[src/core/rcg_pkg.sv]
// Shared constants and types of the remote carrier generator.
package rcg_pkg;

  // ****************************************************************
  // Register map
  // ****************************************************************
  localparam int unsigned ADDR_W        = 16;
  // Byte addresses; the status word sits in the next aligned slot.
  localparam logic [15:0] CTRL_ADDR     = 16'h3f6c;
  localparam logic [15:0] STATUS_ADDR   = 16'h3f70;
  localparam logic [5:0]  CTRL_RESET    = 6'h00;

  // Field positions of the control register.
  localparam int unsigned BIT_BASE_SEL  = 0;
  localparam int unsigned BIT_DUTY_LO   = 1;
  localparam int unsigned BIT_DUTY_HI   = 2;
  localparam int unsigned BIT_OUT_EN    = 3;
  localparam int unsigned BIT_PIN_SEL   = 4;
  localparam int unsigned BIT_RSVD      = 5;

  // Field positions of the status register.
  localparam int unsigned ST_CARRIER    = 0;
  localparam int unsigned ST_GATE       = 1;
  localparam int unsigned ST_WAVE       = 2;
  localparam int unsigned ST_BASE       = 3;
  localparam int unsigned ST_LOW_POWER  = 4;

  // Bus responses.
  localparam logic [1:0]  RESP_OKAY     = 2'h0;
  localparam logic [1:0]  RESP_SLVERR   = 2'h2;
  localparam logic [1:0]  RESP_DECERR   = 2'h3;

  // ****************************************************************
  // Types
  // ****************************************************************
  typedef enum logic [1:0] {
    DUTY_HALF  = 2'b00,
    DUTY_THIRD = 2'b01,
    DUTY_RAW_A = 2'b10,
    DUTY_RAW_B = 2'b11
  } rcg_duty_t;

  typedef enum logic [1:0] {
    PH_HIGH = 2'b00,
    PH_LOW1 = 2'b01,
    PH_LOW2 = 2'b10
  } rcg_phase_t;

  typedef enum logic [1:0] {
    SEL_NONE   = 2'b00,
    SEL_CTRL   = 2'b01,
    SEL_STATUS = 2'b10
  } rcg_sel_t;

  typedef struct packed {
    logic      rsvd;
    logic      pin_sel;
    logic      out_en;
    rcg_duty_t duty;
    logic      base_sel;
  } rcg_ctrl_t;

  typedef struct packed {
    logic       base_d;
    logic       wave;
    logic       gate;
    logic       out;
    rcg_phase_t ph;
  } rcg_shaper_st_t;

  typedef struct packed {
    logic        t0_s1;
    logic        t0_s2;
    logic        t3_s1;
    logic        t3_s2;
    rcg_ctrl_t   ctrl;
    logic        aw_held;
    logic [15:0] awaddr;
    logic        w_held;
    logic [7:0]  wdata;
    logic        wstrb0;
    logic        bvalid;
    logic [1:0]  bresp;
    logic        rvalid;
    logic [7:0]  rdata;
    logic [1:0]  rresp;
    logic        pin;
  } rcg_top_st_t;

endpackage

[src/core/rcg_shaper.sv]
// Carrier shaping and enable gating on the resampled base timer output.
`timescale 1ns/1ps
module rcg_shaper
  import rcg_pkg::*;
(
  input  wire logic      sys_clk,
  input  wire logic      rst_n,
  input  wire logic      base,
  input  wire rcg_duty_t duty,
  input  wire logic      enable,
  input  wire logic      halt,
  output logic           carrier_out,
  output logic           gate_open,
  output logic           wave_level
);

  rcg_shaper_st_t st;
  rcg_shaper_st_t next_st;
  logic           tick;

  // ****************************************************************
  // Waveform and gate
  // ****************************************************************
  // Every edge of the base output is one base cycle tick.
  always_comb begin
    tick    = (base != st.base_d);
    next_st = st;
    next_st.base_d = base;
    case (duty)
      DUTY_HALF: begin
        if (tick) begin
          next_st.wave = ~st.wave;
        end
      end
      DUTY_THIRD: begin
        if (tick) begin
          case (st.ph)
            PH_HIGH: next_st.ph = PH_LOW1;
            PH_LOW1: next_st.ph = PH_LOW2;
            PH_LOW2: next_st.ph = PH_HIGH;
            default: next_st.ph = PH_HIGH;
          endcase
          next_st.wave = (next_st.ph == PH_HIGH);
        end
      end
      default: begin
        next_st.wave = base;
      end
    endcase
    // Outside third duty the phase tracks the wave, so entering third duty never
    // stretches a high phase that another mode started.
    if (duty != DUTY_THIRD) begin
      next_st.ph = next_st.wave ? PH_HIGH : PH_LOW2;
    end
    // Outside halt the gate only moves while the wave is low, so a disable never cuts a high phase; halt can.
    next_st.gate = st.wave ? st.gate : enable;
    if (halt) begin
      next_st.wave = 1'b0;
      next_st.gate = 1'b0;
      next_st.ph   = PH_LOW2;
    end
    next_st.out = next_st.wave & next_st.gate;
  end

  // State register; all fields clear at reset.
  always_ff @(posedge sys_clk or negedge rst_n) begin
    if (!rst_n) begin
      st <= '0;
    end else begin
      st <= next_st;
    end
  end

  assign carrier_out = st.out;
  assign gate_open   = st.gate;
  assign wave_level  = st.wave;
endmodule

[src/core/rcg_top.sv]
// Remote carrier generator top with its register slave and pin selection.
//
// Register access over AXI4-Lite was chosen for this implementation.
`timescale 1ns/1ps

module rcg_top
  import rcg_pkg::*;
(
  input  wire logic        sys_clk,
  input  wire logic        rst_n,
  input  wire logic [15:0] s_axi_awaddr,
  input  wire logic        s_axi_awvalid,
  output logic             s_axi_awready,
  input  wire logic [31:0] s_axi_wdata,
  input  wire logic [3:0]  s_axi_wstrb,
  input  wire logic        s_axi_wvalid,
  output logic             s_axi_wready,
  output logic [1:0]       s_axi_bresp,
  output logic             s_axi_bvalid,
  input  wire logic        s_axi_bready,
  input  wire logic [15:0] s_axi_araddr,
  input  wire logic        s_axi_arvalid,
  output logic             s_axi_arready,
  output logic [31:0]      s_axi_rdata,
  output logic [1:0]       s_axi_rresp,
  output logic             s_axi_rvalid,
  input  wire logic        s_axi_rready,
  input  wire logic        timer0_out,
  input  wire logic        timer3_out,
  input  wire logic        timer0_io_function,
  input  wire logic        low_power,
  output logic             carrier_output_pin,
  output logic             shared_port_pin
);

  rcg_top_st_t st;
  rcg_top_st_t next_st;
  logic        base;
  logic        carrier;
  logic        gate_open;
  logic        wave_level;
  logic        do_write;
  rcg_sel_t    wsel;
  rcg_sel_t    rsel;
  logic [7:0]  status;

  // Maps a byte address to the register it selects.
  function automatic rcg_sel_t decode(input logic [15:0] addr);
    if (addr == CTRL_ADDR) begin
      decode = SEL_CTRL;
    end else if (addr == STATUS_ADDR) begin
      decode = SEL_STATUS;
    end else begin
      decode = SEL_NONE;
    end
  endfunction

  // ****************************************************************
  // Carrier path
  // ****************************************************************
  // Base timer selection reads only the second flop of each synchroniser.
  assign base = st.ctrl.base_sel ? st.t3_s2 : st.t0_s2;

  rcg_shaper u_shaper (
    .sys_clk     (sys_clk),
    .rst_n       (rst_n),
    .base        (base),
    .duty        (st.ctrl.duty),
    .enable      (st.ctrl.out_en),
    .halt        (low_power),
    .carrier_out (carrier),
    .gate_open   (gate_open),
    .wave_level  (wave_level)
  );

  // Status byte shows the live carrier state.
  always_comb begin
    status               = 8'h00;
    status[ST_CARRIER]   = carrier;
    status[ST_GATE]      = gate_open;
    status[ST_WAVE]      = wave_level;
    status[ST_BASE]      = base;
    status[ST_LOW_POWER] = low_power;
  end

  // ****************************************************************
  // Register slave
  // ****************************************************************
  // Address and data ready come straight from the hold flags; read address ready comes from the read valid flag.
  assign s_axi_awready = ~st.aw_held;
  assign s_axi_wready  = ~st.w_held;
  assign s_axi_arready = ~st.rvalid;
  assign do_write      = st.aw_held & st.w_held & ~st.bvalid;
  assign wsel          = decode(st.awaddr);
  assign rsel          = decode(s_axi_araddr);

  // Next state of synchronisers, bus channels, control and pin.
  always_comb begin
    next_st       = st;
    next_st.t0_s1 = timer0_out;
    next_st.t0_s2 = st.t0_s1;
    next_st.t3_s1 = timer3_out;
    next_st.t3_s2 = st.t3_s1;
    if (s_axi_awvalid && !st.aw_held) begin
      next_st.aw_held = 1'b1;
      next_st.awaddr  = s_axi_awaddr;
    end
    if (s_axi_wvalid && !st.w_held) begin
      next_st.w_held = 1'b1;
      next_st.wdata  = s_axi_wdata[7:0];
      next_st.wstrb0 = s_axi_wstrb[0];
    end
    if (st.bvalid && s_axi_bready) begin
      next_st.bvalid = 1'b0;
    end
    if (do_write) begin
      next_st.aw_held = 1'b0;
      next_st.w_held  = 1'b0;
      next_st.bvalid  = 1'b1;
      case (wsel)
        SEL_CTRL: begin
          next_st.bresp = RESP_OKAY;
          if (st.wstrb0) begin
            next_st.ctrl = rcg_ctrl_t'(st.wdata[5:0]);
          end
        end
        SEL_STATUS: next_st.bresp = RESP_SLVERR;
        default:    next_st.bresp = RESP_DECERR;
      endcase
    end
    if (st.rvalid && s_axi_rready) begin
      next_st.rvalid = 1'b0;
    end
    if (s_axi_arvalid && !st.rvalid) begin
      next_st.rvalid = 1'b1;
      case (rsel)
        SEL_CTRL: begin
          next_st.rdata = {2'b00, st.ctrl};
          next_st.rresp = RESP_OKAY;
        end
        SEL_STATUS: begin
          next_st.rdata = status;
          next_st.rresp = RESP_OKAY;
        end
        default: begin
          next_st.rdata = 8'h00;
          next_st.rresp = RESP_DECERR;
        end
      endcase
    end
    next_st.pin = st.ctrl.pin_sel ? carrier : timer0_io_function;
  end

  // State register; control bits clear at reset.
  always_ff @(posedge sys_clk or negedge rst_n) begin
    if (!rst_n) begin
      st <= '0;
    end else begin
      st <= next_st;
    end
  end

  assign s_axi_bvalid       = st.bvalid;
  assign s_axi_bresp        = st.bresp;
  assign s_axi_rvalid       = st.rvalid;
  assign s_axi_rresp        = st.rresp;
  assign s_axi_rdata        = {24'h000000, st.rdata};
  assign carrier_output_pin = carrier;
  assign shared_port_pin    = st.pin;
endmodule
[config.mk]
export PLATFORM = sky130hd
export DESIGN_NAME = rcg_top
export DESIGN_NICKNAME = d
export VERILOG_FILES = /design/src/core/rcg_pkg.sv /design/src/core/rcg_shaper.sv /design/src/core/rcg_top.sv
export SDC_FILE = /design/constraint.sdc
export NUM_CORES = 1
export LEC_CHECK = 0
export BUFFER_PORTS_ARGS = -buffer_cell sky130_fd_sc_hd__clkbuf_2
export CAP_MARGIN = 15
export CORE_AREA = 8 8 88 90
export CTS_CLUSTER_SIZE = 10
export DETAILED_ROUTE_END_ITERATION = 16
export DIE_AREA = 0 0 96 98
export GPL_TIMING_DRIVEN = 0
export PLACE_DENSITY = 0.7
export SLEW_MARGIN = 20
export SYNTH_ARGS = -nofsm -noshare
export SYNTH_HDL_FRONTEND = slang
export SYNTH_SLANG_ARGS = --single-unit
export TNS_END_PERCENT = 5
[constraint.sdc]
create_clock -name sys_clk -period 3 [get_ports sys_clk]
set_clock_uncertainty 0.15 [all_clocks]
set_input_delay 0.45 -clock sys_clk [delete_from_list [all_inputs] [get_ports sys_clk]]
set_output_delay 0.45 -clock sys_clk [all_outputs]
set_load 0.1 [all_outputs]
* After elaboration in Yosys (flattened, before gate mapping)
Index checks and enable logic that the tools add are counted.
** Word-level totals
- Memory bits (read-only) :: 0
- Memories :: 0
- Bits in latches :: 0
- Input port bits :: 79
- Bits in writable memories :: 0
- Flip-flop bits (word level) :: 58
- Output and inout port bits :: 43
- Logic and storage cells :: 93
** Operators by class
- Order comparisons :: 0
- Add/sub/neg operators :: 0
- Reductions and logical operators :: 19
- Mux-type cells :: 29
- Equality and inequality tests :: 12
- Bitwise logic cells :: 8
- Shifts and indexed selects :: 0
- Multipliers :: 0
- Divide/modulo/power cells :: 0
** Operators with widths (count)
- $eq 16x14->1 const B :: 4
- $mux 2 :: 12
- $mux 17 :: 1
- $pmux 8 s2 :: 1
- $mux 11 :: 1
- $mux 10 :: 1
- $mux 1 :: 9
- $eq 2x1->1 const B :: 4
- $pmux 2 s2 :: 2
- $reduce_bool 2->1 :: 4
- $logic_not 2->1 :: 3
- $reduce_bool 3->1 :: 2
- $logic_and 1x1->1 :: 5
- $not 1->1 :: 5
- $eq 2x2->1 const B :: 2
- $and 1x1->1 :: 3
- $logic_not 1->1 :: 3
- $mux 3 :: 1
- $reduce_and 3->1 :: 1
- $ne 2x1->1 const B :: 1
- $pmux 1 s2 :: 1
- $reduce_and 2->1 :: 1
- $ne 1x1->1 :: 1

* Longest topological paths before layout
- Depth after elaboration :: 10
- Mapped depth :: 5
- Mapped depth without buffers :: 5

* By module
A second synthesis with hierarchy kept.
** Unflattened totals
- Cells, all modules :: 213
- Area total of the unflattened synthesis :: 2566.2 µm²
** Modules (own cells, without submodules)
- rcg_top :: instances 1, area each 2192.1 µm², cells each 177, sequential area each 1176.1 µm²
- rcg_shaper :: instances 1, area each 374.1 µm², cells each 36, sequential area each 150.1 µm²

* Worst setup path before layout
No wires, ideal clock.
- Path kind :: register to register
- Start :: register st (netlist bit s_axi_rvalid)
- End :: register st (netlist bit s_axi_rdata[0])
- Slack :: 266 ps
- Arrival time :: 2458 ps
- Setup time :: 127 ps
- Required time :: 2723 ps
- Stages on the path, launching flop included :: 6
- Clock period less this slack :: 2734 ps
- Path buffers :: 1
- Path through :: dfrtp_1 > inv_1 > nand2_1 > clkbuf_1 > nor3_1 > a221o_1
** On the way
- Longest elaborated chain between the ends :: 2
** Ends and longest elaborated chain
- start, declared :: RTL line rcg_top.sv:36 : rcg_top_st_t st;
- start signal, assigned :: RTL line rcg_top.sv:159 : st <= next_st;
- $logic_not 1->1 :: RTL line rcg_top.sv:134 : if (s_axi_arvalid && !st.rvalid) begin
- $logic_and 1x1->1 :: RTL line rcg_top.sv:134
No other way between the ends.
A chain may end at the register's enable or synchronous reset.

* Worst setup path after layout
- Start :: register st[26] (netlist bit)
- End :: register st[42] (netlist bit)
** On the way
- Longest elaborated chain between the ends :: 5
- Elaborated cells between the ends (all ways) :: 6
- Those cells by class :: eq/ne (3); mux (2); reduce/logical (1)
** Ends and longest elaborated chain
- $eq 16x14->1 :: RTL line rcg_top.sv:51 : end else if (addr == STATUS_ADDR) begin
- $mux 2 :: RTL line rcg_top.sv:51
- $mux 2 * :: RTL line rcg_top.sv:49 : if (addr == CTRL_ADDR) begin
- $eq 2x1->1 * :: RTL line rcg_top.sv:120 : case (wsel)
- $reduce_and 3->1 (no source line) *
Every way passes the cells marked *; elsewhere a longest branch is shown, timed or not.

==> run summary <==
Area leader, netlist -> dfrtp_1
CTS tree -> built
RSZ-0062 raised after global routing -> no
Top-area cell type share of the netlist area -> 54.0%
Initial antenna violation count -> 0
Power share of the sequential group -> 43.2%
Area contributors post-synth -> dfrtp_1 (54%), mux2_2 (14%), buf_4 (11%)
Synth unique cells -> 32
Die area -> 9410 um2
Sink Count -> 53
H-tree depth -> 2
Sw Share -> 41.9%
Relative slew margins -> 51.7%
Count of input and output buffers -> 66
Post-synthesis cell area -> 2460 um2
RePlAce Congestion -> 0.770
Crit. End Element -> flop
Layout cells sized above 1 -> 46.5%
CTS Buffer Depth -> 2
CTS root buffer -> clkbuf_8
Total number of vias -> 1675
Pre-Repair DR Iteration Count -> 4
Most common flop cell mapped by yosys -> dfrtp_1
DIE HEIGHT -> 98 um
Avg WL per Cell -> 12.5 um
Row cnt -> 30
Max Freq -> 0.387 GHz
CTS clock-pin slew for the worst setup and hold paths -> 0.10 ns
Max Transition Viols Final -> 0
Cells after Synth -> 204
Final min period -> 2.58 ns
Final Non-Filler Cells -> 383
Async S/R FF share, synth -> 100%
Pwr/cell area -> 775 nW/um2
Inst Count DP -> 375
Worst slew pin tran -> 0.718 ns
DRC -> 0
Setup-failing EPs final -> 0
Syn avg cell area -> 12.0 um2
Layout area overhead -> 25.0%
Antenna violation net count after detailed routing -> 0
Top Ports -> 122
Post-synth top cells -> dfrtp_1 (53), buf_4 (36), mux2_2 (30), nand2_1 (12), nor2_1 (10)
Post-synthesis sequential area ratio -> 54.0%
Fin crit share -> 86.0%
Clk Latency, worst-skew pair -> 0.31 ns
Max Cap Violations -> 0
Outcome -> complete, no violations
Worst Path Arrival -> 2.63 ns
Seq cells post-synth -> 53
Core Area -> 6490 um2
Count leader, synth -> dfrtp_1
# nets final -> 381
Required @ worst endpoint -> 3.05 ns
1st-iter DRT viols -> 63
Hold buffers post-CTS -> 0
Leak Pwr -> 0.00155 uW
Crit path kind -> reg2reg
Min-delay worst type -> in2async
Post-synth EDFFs -> 0
DP HPWL -> 3.82 mm
Clock network power share -> 16.3%
Drt via density -> 4.37
Critical-path maximum fanout -> 6
Initial Util -> 37.8%
Setup bufs post-CTS -> 0
Final Hold Vio Count -> 0
Sw Pwr -> 996 uW
Internal power -> 1380 uW
Gr usage total -> 10.9%
Ys Warns -> 0
Total gr overflow -> 0
Logic pwr share -> 40.5%
Die X -> 96 um
Num CTS Buffers -> 5
Setup TNS -> 0 ns
First-pass GRT wire length -> 8.26 mm
Vias in the first global route -> 1772
Number of antenna diodes -> 0
CP startpoint kind -> flop
Peak VDD IR -> 0.000429 V
PostCTS Resize Cnt -> 0
Final WL -> 4.79 mm
Largest net degree at the start of global routing -> 54
[cell type report]
type	count	area, um2
clock buffers	6	72.6
flip-flops and latches	53	1330
fillers	615	3420
inverters	6	22.5
multi-input cells	130	917
repair buffers	66	333
plain buffers	40	285
clock inverters	2	15.0
well taps	80	100
[power groups by stage]
stage / registers (uW) / clock network (uW) / logic [uW]
after floorplan: 1080 / 0 / 769
after global placement: 1030 / 0 / 956
after detailed placement: 1040 / 0 / 973
after CTS: 1030 / 412 / 973
after global routing: 1060 / 440 / 1030
final: 1030 / 389 / 963
[sequential cells by signal, indices dropped and copies added (netlist names)]
signal                count
next_st                   2
s_axi_bresp               2
s_axi_bvalid              1
s_axi_rdata               6
s_axi_rresp               1
s_axi_rvalid              1
shared_port_pin           1
st                       33
u_shaper.carrier_out      1
u_shaper.gate_open        1
u_shaper.st               3
u_shaper.wave_level       1
[critical path: stages (launching register included)]
cell and delay [ns]:
dfrtp_1 0.39, or4b_1 0.53, or4_4 0.56, nor4_4 0.46, mux2_2 0.39
[logic make-up (layout without fill, tap and decap cells)]
family	Yosys count	after routing	synth area share [%]
DFF	53	53	54.0
buffers and inverters	46	120	12.5
AOI/OAI and AO/OA	20	20	5.86
other	1	26	0.153
muxes	34	34	15.4
and+or+nand+nor	49	49	11.8
xor gates and xnor gates	1	1	0.356
[per-layer routing]
| metal | up-vias | track usage (%) | wire length, um |
|---|---|---|---|
| met5 | - | 0 | 0 |
| met4 | 0 | 3.20 | 54 |
| met3 | 5 | 3.68 | 423 |
| met2 | 44 | 18.1 | 2480 |
| met1 | 788 | 12.9 | 1830 |
| li1 | 838 | - | - |
[through the flow]
step	power [uW]	worst slack (ns)	hold slack, ns	util [%]	instance area [um2]
detailed placement	2020	0.253	0.185	46.0	2980
global route	2530	0.328	0.0835	47.3	3070
floorplan	1850	0.266	0.00441	-	2550
global placement	1990	0.309	0.184	45.9	2980
finish	2380	0.419	0.0630	47.3	3070
CTS	2410	0.404	0.0749	47.3	3070
[final timing paths]
path                                  start                  to  slack, ns  cells after the start
min in group sys_clk             timer3_out         next_st[48]       0.10                      1
worst min-delay path                  rst_n              st[40]       0.06                      1
worst max register to register       st[26]              st[42]       0.42                      4
worst max-delay path                 st[26]              st[42]       0.42                      4
max in group asynchronous             rst_n  u_shaper.gate_open       2.17                      1
worst min register to register  next_st[48]              st[48]       0.20                      0
[cell usage in the layout (no fill, tap or decap)]
| cell | Yosys | layout |
|---|---|---|
| nor4bb_1 | 1 | 1 |
| buf_4 | 36 | 36 |
| nand2_1 | 12 | 12 |
| or4_4 | 1 | 1 |
| nor3_1 | 4 | 4 |
| a22o_1 | 1 | 1 |
| nand2b_1 | 1 | 1 |
| or4b_1 | 2 | 2 |
| clkbuf_4 | 0 | 1 |
| nand3_1 | 1 | 1 |
| a221o_1 | 5 | 5 |
| clkbuf_1 | 4 | 5 |
| nand4b_1 | 2 | 2 |
| clkinvlp_4 | 0 | 2 |
| xnor2_1 | 1 | 1 |
| or4_1 | 1 | 1 |
| conb_1 | 1 | 26 |
| o211ai_1 | 1 | 1 |
| nor3b_1 | 1 | 1 |
| nor2b_1 | 2 | 2 |
| nor4_4 | 1 | 1 |
| mux2i_1 | 4 | 4 |
| mux2_2 | 30 | 30 |
| clkbuf_8 | 0 | 5 |
| a21oi_1 | 2 | 2 |
| and2_1 | 5 | 5 |
| o21a_1 | 2 | 2 |
| o21ai_0 | 7 | 7 |
| or3_1 | 1 | 1 |
| o221ai_1 | 1 | 1 |
| o31a_1 | 1 | 1 |
| nand3b_1 | 4 | 4 |
| clkbuf_2 | 0 | 65 |
| inv_1 | 6 | 6 |
| dfrtp_1 | 53 | 53 |
| nor2_1 | 10 | 10 |
(Power assumes the default switching activity.)
